**src/chip_ctrl_pkg.sv**
```systemverilog
// chip control register bank constants
package chip_ctrl_pkg;
  // register numbers on the device control bus
  localparam logic [9:0] ADDR_CLOCK_DIVIDER_MODE = 10'h00b;
  localparam logic [9:0] ADDR_CHIP_CONTROL_ZERO = 10'h0b1;
  localparam logic [9:0] ADDR_CHIP_CONTROL_ONE = 10'h0b2;
  localparam logic [9:0] ADDR_STRAP_READBACK = 10'h0b3;
  localparam logic [9:0] ADDR_TEST_PORT_IDENTITY = 10'h0b5;
  localparam logic [9:0] ADDR_POWER_MGMT_ENABLE = 10'h0b9;
  localparam logic [9:0] ADDR_POWER_MGMT_FORCE = 10'h0ba;
  // reset values
  localparam logic [31:0] RST_CLOCK_DIVIDER_MODE = 32'h0000_0000;
  localparam logic [31:0] RST_CHIP_CONTROL_ZERO = 32'h0000_0000;
  localparam logic [31:0] RST_CHIP_CONTROL_ONE = 32'h0000_0000;
  localparam logic [31:0] RST_POWER_MGMT = 32'h0000_0000;
  // writable masks, lsb-numbered (documented bit n sits at 31-n)
  localparam logic [31:0] MASK_CHIP_CONTROL_ZERO = 32'h0fff_fffe;
  localparam logic [31:0] MASK_CHIP_CONTROL_ONE = 32'h0080_4000;
  localparam logic [31:0] MASK_CLOCK_DIVIDER_MODE = 32'hffff_f800;
  localparam logic [31:0] MASK_POWER_MGMT = 32'hffff_8000;
  // chip control zero fields
  localparam int CR0_TRACE = 27;
  localparam int CR0_CS_LSB = 20;
  localparam int CR0_IRQ_LSB = 13;
  localparam int CR0_MODEM_IN = 12;
  localparam int CR0_MODEM_OUT = 11;
  localparam int CR0_DMA_TX = 10;
  localparam int CR0_DMA_RX = 9;
  localparam int CR0_AUTOCLEAR = 8;
  localparam int CR0_P0_EXT = 7;
  localparam int CR0_P1_EXT = 6;
  localparam int CR0_DIV_LSB = 1;
  // chip control one fields
  localparam int CR1_TIMER = 23;
  localparam int CR1_PCI_WE = 14;
  // clock divider mode fields
  localparam int PM_FWD_LSB = 29;
  localparam int PM_FBK_LSB = 25;
  localparam int PM_TUN_LSB = 19;
  localparam int PM_CORE_LSB = 17;
  localparam int PM_PERI_LSB = 15;
  localparam int PM_PCI_LSB = 13;
  localparam int PM_EXT_LSB = 11;
  // identity fields, arbitrary values
  localparam logic [11:0] ID_MAKER = 12'h5a5;
  localparam logic [11:0] ID_PART = 12'h123;
  localparam logic [3:0] ID_SITE = 4'h1;
  localparam logic [3:0] ID_VERSION = 4'h1;
  localparam int NUM_UNITS = 17;
  // bus access states
  typedef enum logic [2:0] {
    ST_IDLE = 3'b001,
    ST_ACK = 3'b010,
    ST_WAIT = 3'b100
  } bus_state_t;
endpackage

```
**src/divisor_if.sv**
```systemverilog
// decoded clock divisor values passed between decoder and top
`timescale 1ns/1ps
interface divisor_if;
  logic [31:0] mode;
  logic [15:0] straps;
  logic [5:0] serial_div;
  logic [3:0] fwd_div;
  logic [4:0] fbk_div;
  logic [2:0] core_div;
  logic [2:0] peri_div;
  logic [2:0] pci_div;
  logic [2:0] ext_ratio;
  logic [3:0] strap_fwd;
  logic [2:0] strap_fbk;
  logic [5:0] strap_tune;
  logic [2:0] strap_ext;
  logic [5:0] boot_width;
  modport src (output mode, straps, serial_div, input fwd_div, fbk_div, core_div, peri_div,
    pci_div, ext_ratio, strap_fwd, strap_fbk, strap_tune, strap_ext, boot_width);
  modport dec (input mode, straps, serial_div, output fwd_div, fbk_div, core_div, peri_div,
    pci_div, ext_ratio, strap_fwd, strap_fbk, strap_tune, strap_ext, boot_width);
endinterface
```
**src/chip_control_regs.sv**
```systemverilog
// chip-level control and configuration register bank
`timescale 1ns/1ps
// Behaviour
// - trace enable set disables gpio 1-9, clear enables them.
// - bits 5-11 pick chip select or gpio 10-16 per line.
// - bits 12-18 route irq 0-6 to controller or gpio; gpio forces irq zero.
// - bit 19 picks dsr or cts, bit 20 picks rts or dtr.
// - bits 21, 22 enable serial port 0 dma transmit and receive.
// - with bit 23 set, terminal count clears the matching dma enable.
// - bits 24, 25 choose external or divided serial clock per port.
// - serial divisor divides processor clock by field plus one.
// - chip control 1 bit 8 picks processor or external timer clock.
// - chip control 1 bit 17 picks pci irq or peripheral write enable.
// - power enable and force hold bits 0-16, rest reserved.
// - identity register gives maker, part, site and version fields.
// - forward divisor is eight minus code.
// - feedback divisor is its code, zero meaning sixteen.
// - core, peripheral, pci bus divisors are code plus one.
// - external bus ratio is code plus two.
// - strap forward divider: bypass, 3, 4 or 6.
// - strap feedback divider is code plus one.
// - strap tuning choice maps to 010001..010111, code 111 to 100100.
// - strap external divider is code plus two; boot width 8 or 32.
module chip_control_regs
  import chip_ctrl_pkg::*;
(
  // clock and reset
  input wire logic i_ref_clk,
  input wire logic i_arst_n,
  // device control bus
  input wire logic i_dcr_read,
  input wire logic i_dcr_write,
  input wire logic [9:0] i_dcr_abus,
  input wire logic [31:0] i_dcr_dbus,
  output logic [31:0] o_dcr_dbus,
  output logic o_dcr_ack,
  // straps and status from the chip
  input wire logic [15:0] i_straps,
  input wire logic i_tx_terminal_count,
  input wire logic i_rx_terminal_count,
  input wire logic [6:0] i_ext_irq,
  input wire logic [NUM_UNITS-1:0] i_unit_idle,
  // pin function selects
  output logic o_gpio_1_9_enable,
  output logic [6:0] o_cs_as_gpio,
  output logic [6:0] o_irq_as_gpio,
  output logic [6:0] o_irq_to_controller,
  output logic o_modem_input_select,
  output logic o_modem_output_select,
  output logic o_serial_dma_tx_enable,
  output logic o_serial_dma_rx_enable,
  output logic o_port0_ext_clock_sel,
  output logic o_port1_ext_clock_sel,
  output logic [5:0] o_serial_clock_div,
  output logic o_timer_ext_clock_sel,
  output logic o_pci_irq_or_write_enable,
  // clock generator decode
  output logic [3:0] o_forward_div,
  output logic [4:0] o_feedback_div,
  output logic [5:0] o_jitter_tuning,
  output logic [2:0] o_core_to_local_bus_div,
  output logic [2:0] o_periph_to_local_bus_div,
  output logic [2:0] o_pci_to_local_bus_div,
  output logic [2:0] o_ext_bus_ratio,
  output logic [3:0] o_strap_forward_div,
  output logic [2:0] o_strap_feedback_div,
  output logic [5:0] o_strap_tuning,
  output logic [2:0] o_strap_ext_bus_div,
  output logic [5:0] o_boot_width,
  // unit clock stops
  output logic [NUM_UNITS-1:0] o_unit_clock_stop
);
  ////////////////////////////////////////////////////////////////////
  // state
  bus_state_t state, next_state;
  logic [31:0] clock_divider_mode, next_clock_divider_mode;
  logic [31:0] chip_control_zero, next_chip_control_zero;
  logic [31:0] chip_control_one, next_chip_control_one;
  logic [31:0] power_mgmt_enable, next_power_mgmt_enable;
  logic [31:0] power_mgmt_force, next_power_mgmt_force;
  logic [15:0] strap_readback, next_strap_readback;
  logic strap_taken, next_strap_taken;
  logic [31:0] rd_data, next_rd_data;
  logic ack, next_ack;
  logic [31:0] wdata_merged;
  divisor_if dv();

  // masked merge of write data into a register
  function automatic logic [31:0] merge(input logic [31:0] old, input logic [31:0] wd,
                                        input logic [31:0] mask);
    return (old & ~mask) | (wd & mask);
  endfunction

  ////////////////////////////////////////////////////////////////////
  // divisor decode
  assign dv.mode = clock_divider_mode;
  assign dv.straps = strap_readback;
  assign dv.serial_div = 6'd0;
  divisor_decode u_dec (
    .d(dv)
  );

  ////////////////////////////////////////////////////////////////////
  // bus access and register updates
  always_comb begin
    next_state = state;
    next_clock_divider_mode = clock_divider_mode;
    next_chip_control_zero = chip_control_zero;
    next_chip_control_one = chip_control_one;
    next_power_mgmt_enable = power_mgmt_enable;
    next_power_mgmt_force = power_mgmt_force;
    next_strap_readback = strap_readback;
    next_strap_taken = 1'b1;
    next_rd_data = rd_data;
    next_ack = 1'b0;
    wdata_merged = 32'h0000_0000;
    // straps caught once after reset release
    if (!strap_taken) begin
      next_strap_readback = i_straps;
    end
    // terminal count clears dma enables
    if (chip_control_zero[CR0_AUTOCLEAR]) begin
      if (i_tx_terminal_count) begin
        next_chip_control_zero[CR0_DMA_TX] = 1'b0;
      end
      if (i_rx_terminal_count) begin
        next_chip_control_zero[CR0_DMA_RX] = 1'b0;
      end
    end
    case (state)
      ST_IDLE: begin
        if (i_dcr_write) begin
          next_state = ST_ACK;
          next_ack = 1'b1;
          case (i_dcr_abus)
            ADDR_CLOCK_DIVIDER_MODE: begin
              next_clock_divider_mode = merge(32'h0, i_dcr_dbus, MASK_CLOCK_DIVIDER_MODE);
            end
            ADDR_CHIP_CONTROL_ZERO: begin
              wdata_merged = merge(32'h0, i_dcr_dbus, MASK_CHIP_CONTROL_ZERO);
              // a terminal count in the same cycle still clears the bit
              if (chip_control_zero[CR0_AUTOCLEAR] && i_tx_terminal_count) begin
                wdata_merged[CR0_DMA_TX] = 1'b0;
              end
              if (chip_control_zero[CR0_AUTOCLEAR] && i_rx_terminal_count) begin
                wdata_merged[CR0_DMA_RX] = 1'b0;
              end
              next_chip_control_zero = wdata_merged;
            end
            ADDR_CHIP_CONTROL_ONE: begin
              next_chip_control_one = merge(32'h0, i_dcr_dbus, MASK_CHIP_CONTROL_ONE);
            end
            ADDR_POWER_MGMT_ENABLE: begin
              next_power_mgmt_enable = merge(32'h0, i_dcr_dbus, MASK_POWER_MGMT);
            end
            ADDR_POWER_MGMT_FORCE: begin
              next_power_mgmt_force = merge(32'h0, i_dcr_dbus, MASK_POWER_MGMT);
            end
            default: begin
            end
          endcase
        end else if (i_dcr_read) begin
          next_state = ST_ACK;
          next_ack = 1'b1;
          case (i_dcr_abus)
            ADDR_CLOCK_DIVIDER_MODE: next_rd_data = clock_divider_mode;
            ADDR_CHIP_CONTROL_ZERO: next_rd_data = chip_control_zero;
            ADDR_CHIP_CONTROL_ONE: next_rd_data = chip_control_one;
            ADDR_STRAP_READBACK: next_rd_data = {strap_readback, 16'h0000};
            ADDR_TEST_PORT_IDENTITY: begin
              next_rd_data = {ID_MAKER, ID_PART, ID_SITE, ID_VERSION};
            end
            ADDR_POWER_MGMT_ENABLE: next_rd_data = power_mgmt_enable;
            ADDR_POWER_MGMT_FORCE: next_rd_data = power_mgmt_force;
            default: next_rd_data = 32'h0000_0000;
          endcase
        end
      end
      ST_ACK: begin
        next_state = ST_WAIT;
      end
      ST_WAIT: begin
        // hold off until the strobe drops
        if (!i_dcr_read && !i_dcr_write) begin
          next_state = ST_IDLE;
        end
      end
      default: next_state = ST_IDLE;
    endcase
  end

  // register the bank
  always_ff @(posedge i_ref_clk or negedge i_arst_n) begin
    if (!i_arst_n) begin
      state <= ST_IDLE;
      clock_divider_mode <= RST_CLOCK_DIVIDER_MODE;
      chip_control_zero <= RST_CHIP_CONTROL_ZERO;
      chip_control_one <= RST_CHIP_CONTROL_ONE;
      power_mgmt_enable <= RST_POWER_MGMT;
      power_mgmt_force <= RST_POWER_MGMT;
      strap_readback <= 16'h0000;
      strap_taken <= 1'b0;
      rd_data <= 32'h0000_0000;
      ack <= 1'b0;
    end else begin
      state <= next_state;
      clock_divider_mode <= next_clock_divider_mode;
      chip_control_zero <= next_chip_control_zero;
      chip_control_one <= next_chip_control_one;
      power_mgmt_enable <= next_power_mgmt_enable;
      power_mgmt_force <= next_power_mgmt_force;
      strap_readback <= next_strap_readback;
      strap_taken <= next_strap_taken;
      rd_data <= next_rd_data;
      ack <= next_ack;
    end
  end

  ////////////////////////////////////////////////////////////////////
  // registered pin-function outputs
  logic [NUM_UNITS-1:0] next_stop;
  logic [6:0] next_irq;
  always_comb begin
    for (int i = 0; i < NUM_UNITS; i++) begin
      // documented unit n sits at lsb-numbered bit 31-n
      next_stop[i] = power_mgmt_force[31-i] | (power_mgmt_enable[31-i] & i_unit_idle[i]);
    end
    for (int j = 0; j < 7; j++) begin
      // irq j is forced low when its pin serves as gpio
      next_irq[j] = i_ext_irq[j] & ~chip_control_zero[CR0_IRQ_LSB + 6 - j];
    end
  end

  always_ff @(posedge i_ref_clk or negedge i_arst_n) begin
    if (!i_arst_n) begin
      o_dcr_dbus <= 32'h0000_0000;
      o_dcr_ack <= 1'b0;
      o_gpio_1_9_enable <= 1'b1;
      o_cs_as_gpio <= 7'h00;
      o_irq_as_gpio <= 7'h00;
      o_irq_to_controller <= 7'h00;
      o_modem_input_select <= 1'b0;
      o_modem_output_select <= 1'b0;
      o_serial_dma_tx_enable <= 1'b0;
      o_serial_dma_rx_enable <= 1'b0;
      o_port0_ext_clock_sel <= 1'b0;
      o_port1_ext_clock_sel <= 1'b0;
      o_serial_clock_div <= 6'd1;
      o_timer_ext_clock_sel <= 1'b0;
      o_pci_irq_or_write_enable <= 1'b0;
      o_forward_div <= 4'd8;
      o_feedback_div <= 5'd16;
      o_jitter_tuning <= 6'h00;
      o_core_to_local_bus_div <= 3'd1;
      o_periph_to_local_bus_div <= 3'd1;
      o_pci_to_local_bus_div <= 3'd1;
      o_ext_bus_ratio <= 3'd2;
      o_strap_forward_div <= 4'd1;
      o_strap_feedback_div <= 3'd1;
      o_strap_tuning <= 6'b010001;
      o_strap_ext_bus_div <= 3'd2;
      o_boot_width <= 6'd8;
      o_unit_clock_stop <= '0;
    end else begin
      o_dcr_dbus <= next_rd_data;
      o_dcr_ack <= next_ack;
      o_gpio_1_9_enable <= ~chip_control_zero[CR0_TRACE];
      o_cs_as_gpio <= {<<{chip_control_zero[CR0_CS_LSB +: 7]}};
      o_irq_as_gpio <= {<<{chip_control_zero[CR0_IRQ_LSB +: 7]}};
      o_irq_to_controller <= next_irq;
      o_modem_input_select <= chip_control_zero[CR0_MODEM_IN];
      o_modem_output_select <= chip_control_zero[CR0_MODEM_OUT];
      o_serial_dma_tx_enable <= chip_control_zero[CR0_DMA_TX];
      o_serial_dma_rx_enable <= chip_control_zero[CR0_DMA_RX];
      o_port0_ext_clock_sel <= chip_control_zero[CR0_P0_EXT];
      o_port1_ext_clock_sel <= chip_control_zero[CR0_P1_EXT];
      // field msb already sits at the higher bit, no reversal
      o_serial_clock_div <= {1'b0, chip_control_zero[CR0_DIV_LSB +: 5]} + 6'd1;
      o_timer_ext_clock_sel <= chip_control_one[CR1_TIMER];
      o_pci_irq_or_write_enable <= chip_control_one[CR1_PCI_WE];
      o_forward_div <= dv.fwd_div;
      o_feedback_div <= dv.fbk_div;
      o_jitter_tuning <= clock_divider_mode[PM_TUN_LSB +: 6];
      o_core_to_local_bus_div <= dv.core_div;
      o_periph_to_local_bus_div <= dv.peri_div;
      o_pci_to_local_bus_div <= dv.pci_div;
      o_ext_bus_ratio <= dv.ext_ratio;
      o_strap_forward_div <= dv.strap_fwd;
      o_strap_feedback_div <= dv.strap_fbk;
      o_strap_tuning <= dv.strap_tune;
      o_strap_ext_bus_div <= dv.strap_ext;
      // only the width code msb is strapped: 00 gives 8, 10 gives 32
      o_boot_width <= strap_readback[0] ? 6'd32 : 6'd8;
      o_unit_clock_stop <= next_stop;
    end
  end
endmodule

```
**src/divisor_decode.sv**
```systemverilog
// decodes divisor codes from mode register and straps
`timescale 1ns/1ps
module divisor_decode
  import chip_ctrl_pkg::*;
(
  divisor_if.dec d
);
  // two-bit code plus one
  function automatic logic [2:0] plus_one(input logic [1:0] c);
    return {1'b0, c} + 3'd1;
  endfunction

  ////////////////////////////////////////////////////////////////////
  // combinational decode of all fields
  always_comb begin
    d.fwd_div = 4'd8 - {1'b0, d.mode[PM_FWD_LSB +: 3]};
    d.fbk_div = (d.mode[PM_FBK_LSB +: 4] == 4'h0) ? 5'd16 : {1'b0, d.mode[PM_FBK_LSB +: 4]};
    d.core_div = plus_one(d.mode[PM_CORE_LSB +: 2]);
    d.peri_div = plus_one(d.mode[PM_PERI_LSB +: 2]);
    d.pci_div = plus_one(d.mode[PM_PCI_LSB +: 2]);
    d.ext_ratio = plus_one(d.mode[PM_EXT_LSB +: 2]) + 3'd1;
    case (d.straps[15:14])
      2'b00: d.strap_fwd = 4'd1;
      2'b01: d.strap_fwd = 4'd3;
      2'b10: d.strap_fwd = 4'd4;
      default: d.strap_fwd = 4'd6;
    endcase
    d.strap_fbk = plus_one(d.straps[13:12]);
    d.strap_tune = (d.straps[11:9] == 3'b111) ? 6'b100100 : 6'b010001 + {3'b000, d.straps[11:9]};
    d.strap_ext = plus_one(d.straps[2:1]) + 3'd1;
    d.boot_width = d.straps[0] ? 6'd32 : 6'd8;
  end
endmodule

```
**config.mk**
```make
export PLATFORM = sky130hd
export DESIGN_NAME = chip_control_regs
export DESIGN_NICKNAME = d
export VERILOG_FILES = /design/src/chip_ctrl_pkg.sv /design/src/divisor_if.sv /design/src/chip_control_regs.sv /design/src/divisor_decode.sv
export SDC_FILE = /design/constraint.sdc
export NUM_CORES = 1
export LEC_CHECK = 0
export BUFFER_PORTS_ARGS = -buffer_cell sky130_fd_sc_hd__buf_4
export CORE_AREA = 2 2 131 133
export DETAILED_ROUTE_END_ITERATION = 6
export DIE_AREA = 0 0 133 135
export PLACE_DENSITY = 0.81
export SLEW_MARGIN = 20
export SYNTH_ARGS = -nofsm -noshare
export SYNTH_HDL_FRONTEND = slang
export SYNTH_SLANG_ARGS = --single-unit
export TNS_END_PERCENT = 1
```
**constraint.sdc**
```tcl
create_clock -name i_ref_clk -period 5 [get_ports i_ref_clk]
set_input_delay 0.25 -clock i_ref_clk [delete_from_list [all_inputs] [get_ports i_ref_clk]]
set_output_delay 0.25 -clock i_ref_clk [all_outputs]
set_load 0.02 [all_outputs]
```
# Word-level counts from Yosys, hierarchy flattened
# Index checks and enable logic that the tools add are counted.
# totals
elab_cells,147
inputBits,88
out_inout_bits,135
ff_bits,239
# op_classes
n_bitwise,50
reduce_logical,14
add_sub_neg,11
muxes,20
eq_ne,15
# op_table
op,n
32-bit case mux with 7 select lines,1
"10-bit by 8-bit equality test with 1-bit output, second input constant",6
11-bit two-way mux,3
1-bit AND,24
"2-bit by 1-bit adder with 3-bit output, second input constant",6
3-bit case mux with 3 select lines,2
3-bit AND reduction,6
1-bit OR,17
6-bit two-way mux,2
"10-bit by 4-bit equality test with 1-bit output, second input constant",1
3-bit two-way mux,3
1-bit NOT,9
1-bit two-way mux,7
"3-bit by 1-bit adder with 3-bit output, second input constant",2
"5-bit by 1-bit adder with 6-bit output, second input constant",1
"5-bit by 3-bit adder with 6-bit output, first input constant",1
"3-bit equality test, second input constant",2
5-bit two-way mux,1
4-bit logical NOT,1
"4-bit by 3-bit subtractor with 4-bit output, first input constant",1
"3-bit by 1-bit equality test with 1-bit output, second input constant",1
"3-bit by 2-bit equality test with 1-bit output, second input constant",1
1-bit logical AND,3
"3-bit inequality test, second input constant",1
other kinds (7),8

# Depth between registers and ports, before layout
# Gate-level depths: netlist of run 1.
# depth
ltp_word,5
depth_mapped,7

# Cells and area by module
# Synthesis of run 1 repeated with hierarchy kept, for this count alone.
# unflattened
cells_unflattened,646
area_unflattened_um2,8997.4
# modules_own_cells
mod,cells_per_inst,area_each_um2,n_inst,seq_area_each_um2
chip_control_regs,603,8710.9,1,5899.4
divisor_decode,43,286.5,1,0.0

# Worst setup path after synthesis of run 1
# Ideal clock, no wire load.
# synth_path
path_type,input to register
from,in i_dcr_abus[3]
to,reg chip_control_zero[1]
t_arrival_ns,1.850
t_required_ns,4.875
setup_ns,0.125
cell_stages,6
path_slack_ns,3.024
cell_sequence,buf_6 or4_4 nor3_4 nand3_4 buf_6 mux2_4
# synth_between
elab_chain_len,2
# synth_rtl
element,line,text
from (decl),chip_control_regs.sv:33,"input wire logic [9:0] i_dcr_abus,"
10-bit by 8-bit equality test with 1-bit output,chip_control_regs.sv:135,case (i_dcr_abus)
3-bit AND reduction (no source line),-,
to (signal assigned),chip_control_regs.sv:208,chip_control_zero <= next_chip_control_zero;
to (decl),chip_control_regs.sv:77,"logic [31:0] chip_control_zero, next_chip_control_zero;"
# Every way passes these cells.
# A chain may end at the register's enable or synchronous reset.

# Final worst setup path of run 1
# layout_path
from,in i_dcr_abus[1]
to,reg power_mgmt_force[29]
# layout_between
elab_chain_len,2
# layout_rtl
element,line,text
10-bit by 8-bit equality test with 1-bit output,chip_control_regs.sv:135,
3-bit AND reduction (no source line),-,
to (signal assigned),chip_control_regs.sv:211,power_mgmt_force <= next_power_mgmt_force;
to (decl),chip_control_regs.sv:80,"logic [31:0] power_mgmt_force, next_power_mgmt_force;"
# Every way passes these cells.

==> results of run 1 <==
## power breakdown
| group | total (W) | switching (W) | leakage [nW] | internal [W] |
|---|---|---|---|---|
| clock network | 0.00182 | 0.000718 | 0.405 | 0.00110 |
| logic | 0.000381 | 0.000205 | 2.73 | 0.000176 |
| registers | 0.00201 | 0.0000414 | 3.14 | 0.00197 |
| total | 0.00420 | 0.000964 | 6.27 | 0.00324 |
## layout make-up
type                    count  area, um2
clock inverters             4       48.8
flip-flops and latches    234       5870
clock buffers              39        768
multi-input cells         362       2830
inverters                  14       52.6
fillers                  1002       4180
well taps                 220        275
repair buffers            291       2380
## worst min path at each step
| stage | cells after the start | end |
|---|---|---|
| after detailed placement | 1 | o_ext_bus_ratio[2]$_DFF_PN0_ |
| final | 2 | power_mgmt_force[18]$_DFFE_PN0P_ |
| after floorplan | 0 | chip_control_one[14]$_DFFE_PN0P_ |
| after global placement | 1 | o_ext_bus_ratio[2]$_DFF_PN0_ |
| after global routing | 2 | power_mgmt_enable[18]$_DFFE_PN0P_ |
| after CTS | 2 | power_mgmt_force[18]$_DFFE_PN0P_ |
## cells in the mapped netlist (all sizes together), types with 4 or more instances
master,count
mux2i,10
o21ai,31
inv,14
a32o,5
a21o,18
nor2,25
dfrtp,219
a22o,5
a21oi,7
clkbuf,25
buf,12
a22oi,17
a211oi,7
nand3,6
o22ai,7
nor3,5
and2,4
nand2,53
nor4,5
mux2,99
dfstp,15
nor2b,9
or2,7
ha,7
## worst max-delay path, cell delays in order
cell     delay [ns]
buf_4          0.22
nor2b_2        0.80
and2_0         0.47
nand2_1        0.71
mux2_2         0.53
## per-stage QoR
| step | total power (W) | setup WS (ns) |
|---|---|---|
| after floorplan | 0.00218 | 3.02 |
| after global placement | 0.00236 | 1.99 |
| after detailed placement | 0.00237 | 1.95 |
| after CTS | 0.00422 | 2.45 |
| after global routing | 0.00435 | 2.29 |
| final | 0.00420 | 2.40 |
## per-layer routing
layer | track usage (%) | wire length [um] | vias to the layer above
met2 | 47.4 | 12400 | 231
met4 | 7.59 | 436 | 0
met1 | 34.1 | 9520 | 3228
met3 | 5.97 | 1690 | 35
li1 | - | - | 2810
met5 | 0 | 0 | -
## sequential cells by signal (all words and copies together) (netlist names), 4 cells and up
| name | count |
|---|---|
| o_serial_clock_div | 6 |
| o_unit_clock_stop | 17 |
| o_irq_as_gpio | 7 |
| power_mgmt_force | 17 |
| chip_control_zero | 27 |
| o_jitter_tuning | 6 |
| clock_divider_mode | 21 |
| o_dcr_dbus | 32 |
| o_feedback_div | 5 |
| dv.straps | 16 |
| o_irq_to_controller | 7 |
| o_forward_div | 4 |
| o_cs_as_gpio | 7 |
| power_mgmt_enable | 17 |
| o_strap_tuning | 6 |
## cell families after synthesis
family	synth area share (%)
adders and majority gates	0.984
DFF	66.0
AOI/OAI and AO/OA	8.08
muxes	14.4
buffers and inverters	2.67
and+or+nand+nor	7.41
other	0.0843
xor gates and xnor gates	0.394
==> metrics.cfg, run 1 <==
[final_layout]
drive_gt1_share_pct = 41.1
num_antenna_cells = 0
syn2layout_area_growth_pct = 37.3
final_cell_mix = dfrtp_1, buf_4, mux2_2
final_nets = 1022
mostFrequentLayoutCell = dfrtp_1
final_cells = 1164
design_area_um2 = 12200
fin_util_pct = 74.5

[timing]
max_slew_margin_pct = 31.2
fin_crit_sh_pct = 52.1
finalMaxSlewViolations = 0
layout_min_cycle_time_ns = 2.60
setup_viol = 0
skew_ns = 0.00891
hold_violations = 0
hold_ws_ns = 0.0104
grt_setup_unrepaired = false
fin_setup_tns_ns = 0
worst_slew_pin_slew_ns = 1.03
fmax_mhz = 384

[logic_synthesis]
synth-edff-count = 0
yosysTopAreaCell = dfrtp_1
ys.flop_type = dfrtp_1
synth.area.top_cells = dfrtp_1, mux2_2, dfstp_2
synth_warnings = 0
synthCells = 643
syn_avg_cell_area_um2 = 13.8
yosysSeqAreaShare_pct = 66.0
synth_area_um2 = 8900
yosysTopAreaCellShare_pct = 61.6
synth-seq-cells = 234
synthArstFlopShare_pct = 100
synth_cell_type_count = 49

[die]
initial_core_util_pct = 54.3
die_area_um2 = 18000
core-area_um2 = 16400
num_rows = 47
die_h_um = 135
fp.dieW_um = 133
boundaryPins = 223

[clock_tree]
cts_setup_buffers = 0
htreeDepth = 1
root_buffer = clkbuf_16
insertion_delay_ns = 0.51
clk_pin_slew_ns = 0.06
clockBufferDepth = 3
cts_made_buffers = 24
hold_buffers = 70
cts_tree = built
cts_resized = 0
numClockSinks = 234

[global_routing]
grt_pass1_vias = 6651
grt_use_total_pct = 27.0
grt_overflow = 0
antenna_found_initial = 0
grt_pass1_wl_um = 37400
grt_start_max_net_pins = 131

[placement]
gp_congestion = 0.787
port_buffers = 216
place_inst = 1050
dpl_cell_area_um2 = 10700
dp_hpwl_um = 14700

[critical_path]
rr_startpoint = state[0]$_DFFE_PN1P_
r2r_slack_ns = 2.49
arrival_ns = 2.99
r2r_cells = 4
rr_endpoint = power_mgmt_force[29]$_DFFE_PN0P_
cp_data_required_time_ns = 5.39
crit_start = i_dcr_abus[1]
path_class = in -> reg
path_max_fanout = 17
critPathCapture = power_mgmt_force[29]$_DFFE_PN0P_
end_kind = register
cp-start-kind = input pin

[routing]
drcViolationCount = 0
drtIter0Drc = 388
drt_pass1_iterations = 4
routed_wl_um = 24000
antenna_left = 0
wire_per_inst_um = 20.7
vias_per_cell = 5.42
num_vias = 6304

[power_and_ir_drop]
worst_ir_drop_vdd_v = 0.000243
power.density_nw_per_um2 = 344
leakage_nw = 6.27

[flow_run]
max_cap_viol_count = 0

[worst_hold_path]
hold_class = in -> reg
min_from = i_dcr_dbus[18]

[status]
outcome = completed

Power figures use the tool's default switching activity.
==> run 2, diff against run 1 <==
CORE_AREA = 2 2 140 142   (was 2 2 131 133)
DIE_AREA = 0 0 142 144   (was 0 0 133 135)
PLACE_DENSITY = 0.75   (was 0.81)
clock period = 2.34 ns   (was 5 ns; I/O delays follow)
==> run 2 against run 1 <==
- count of clock-buffer cells in the layout shrank 2
- global-route usage shrank 4.0 points
- critical path depth grew 1
- worst hold slack gained 0.12 ns
- combinational power grew 120%
- non-clock buffer count grew 32
- register-to-register slack lost 2.3 ns
- sequential cell count is the same
- routed wire length shrank 2.5%
- sequential share of layout area shrank 0.84 points
- critical endpoint is now chip_control_zero[9]$_DFF_PN0_
- largest cell class unchanged
- largest power group unchanged
- highest routed layer is now met5
==> metrics.cfg, run 2 (same netlist as run 1, synthesis figures left out) <==
[final_layout]
largestRegisters = o_dcr_dbus: 32 flops, chip_control_zero: 27 flops, clock_divider_mode: 21 flops
mostFrequentLayoutCell = buf_4
syn2layout_area_growth_pct = 39.8
final_cell_mix = buf_4, dfrtp_1, mux2_2
fin_util_pct = 65.2  ; -9.3 points
num_antenna_cells = 0  ; unchanged
largest_reg_flops = 32  ; unchanged
drive_gt1_share_pct = 41.8  ; +0.74 points
final_nets = 1054  ; +3.1%
top_register = o_dcr_dbus
fillers = 1394  ; +39%

[critical_path]
arrival_ns = 2.56  ; -0.43 ns
path_class = reg -> reg
cp-start-kind = register
end_kind = register
path_max_fanout = 11  ; -6
cp_data_required_time_ns = 2.73  ; -2.66 ns

[clock_tree]
cts_tree = built
htreeDepth = 1  ; unchanged
insertion_delay_ns = 0.50  ; about the same
cts_made_buffers = 24  ; unchanged
numClockSinks = 234  ; unchanged
clk_pin_slew_ns = 0.06  ; about the same
cts_resized = 0  ; unchanged
root_buffer = clkbuf_16
clockBufferDepth = 3  ; unchanged

[power_and_ir_drop]
power.density_nw_per_um2 = 704  ; +100%
p_total_w = 0.00875  ; +110%
leakage_nw = 6.39  ; +1.9%
worst_ir_drop_vdd_v = 0.000553  ; +130%

[die]
boundaryPins = 223  ; unchanged
core-area_um2 = 19100  ; +16%
fp.dieW_um = 142  ; +6.8%
die_h_um = 144  ; +6.7%
initial_core_util_pct = 46.7  ; -7.6 points
num_rows = 51  ; +8.5%
die_area_um2 = 20400  ; +14%

[global_routing]
grt_overflow = 0  ; unchanged
met1_usage_pct = 29.9  ; -4.2 points
grt_start_max_net_pins = 85  ; -35%
globalRouteMet3Util_pct = 4.54  ; -1.4 points
grt_pass1_wl_um = 36100  ; -3.5%
grt_use_met2_pct = 39.7  ; -7.7 points
grt_use_total_pct = 23.0  ; -4.0 points
antenna_found_initial = 0  ; unchanged
busiest_layer = met2
grt_pass1_vias = 6515  ; -2.0%

[routing]
num_vias = 6355  ; +0.81%
drt_pass1_iterations = 4  ; unchanged
drcViolationCount = 0  ; unchanged
antenna_left = 0  ; unchanged
drtIter0Drc = 347  ; -11%
routed_wl_um = 23400  ; -2.5%
wire_per_inst_um = 19.3  ; -6.5%
vias_per_cell = 5.24  ; -3.3%

[timing]
hold_violations = 0  ; unchanged
skew_ns = 0.00924  ; +0.000326 ns
grt_setup_unrepaired = false
fmax_mhz = 459
max_slew_margin_pct = 53.9  ; +23 points
fin_crit_sh_pct = 93.1
setup_viol = 0  ; unchanged
fin_setup_tns_ns = 0  ; unchanged
finalMaxSlewViolations = 0  ; unchanged
worst_slew_pin_slew_ns = 0.690  ; -0.338 ns
layout_min_cycle_time_ns = 2.18

[flow_run]
max_cap_viol_count = 0  ; unchanged

[placement]
dp_hpwl_um = 15300  ; +4.4%
gp_congestion = 0.821  ; +4.3%
port_buffers = 216  ; unchanged

[worst_hold_path]
hold_class = in -> async

[status]
outcome = completed

## run 2: cell count changes in the layout (fill, tap and decap cells not counted), sizes merged
cell         delta
buf            +26
clkbuf          -2
clkinvlp        +1
dlygate4sd3     +6
## run 2: timing repair
action	4_1_cts	5_1_grt
hold endpoints to repair	204	0
hold buffers	77	0
setup buffers	0	0
endpoints found under the setup margin	0	0
## run 2: worst max-delay path, cell delays in order, from the launching register on
cell,delay (ns)
dfstp_2,0.52
nor3b_2,0.43
nand3_4,0.11
buf_4,0.23
mux2i_1,0.17
a21oi_1,0.05
dlygate4sd3_1,0.55
## run 2: path summary, 6_finish.rpt
path | startpoint | endpoint | slack, ns | depth (start not counted)
max in group asynchronous | i_arst_n | o_core_to_local_bus_div[0]$_DFF_PN1_ | 1.41 | 3
max | state[0]$_DFFE_PN1P_ | chip_control_zero[9]$_DFF_PN0_ | 0.16 | 6
min | i_arst_n | o_ext_bus_ratio[2]$_DFF_PN0_ | 0.13 | 2
min in group i_ref_clk | i_dcr_abus[2] | o_dcr_dbus[25]$_DFFE_PN0P_ | 0.25 | 5
min reg2reg | chip_control_one[14]$_DFFE_PN0P_ | o_pci_irq_or_write_enable$_DFF_PN0_ | 0.38 | 0
max reg2reg | state[0]$_DFFE_PN1P_ | chip_control_zero[9]$_DFF_PN0_ | 0.16 | 6
## run 2: power breakdown
group / switching (W) / internal [W]
Sequential: 0.0000833 / 0.00420
Clock: 0.00149 / 0.00213
Combinational: 0.000445 / 0.000402
## run 2: area by class of cell
class	count	area (um2)	area share (%)
Clock buffer	37	691	5.55
Clock inverter	5	52.6	0.422
Inverter	14	52.6	0.422
Multi-Input combinational cell	362	2830	22.7
Sequential cell	234	5870	47.2
Tap cell	238	298	2.39
Timing Repair Buffer	323	2650	21.3
## run 2: through the flow
stage | hold WS [ns] | cell area (um2) | instances | setup slack (ns)
4_1_cts | 0.141 | 12400 | 1213 | 0.175
5_1_grt | 0.181 | 12400 | 1213 | 0.0581
3_3_place_gp | 0.0776 | 10900 | 1094 | 0.376
6_report | 0.129 | 12400 | 1213 | 0.162
2_1_floorplan | -0.179 | 8920 | 647 | 0.458
3_5_place_dp | 0.0769 | 10900 | 1094 | 0.359
## run 2: metal layers
| layer | up-vias | routed length, um | share of wire (%) |
|---|---|---|---|
| met1 | 3223 | 9620 | 41 |
| met5 | - | 6 | 0.026 |
| met3 | 32 | 1540 | 6.6 |
| met4 | 2 | 471 | 2.0 |
| met2 | 220 | 11800 | 50 |
| li1 | 2878 | - | - |
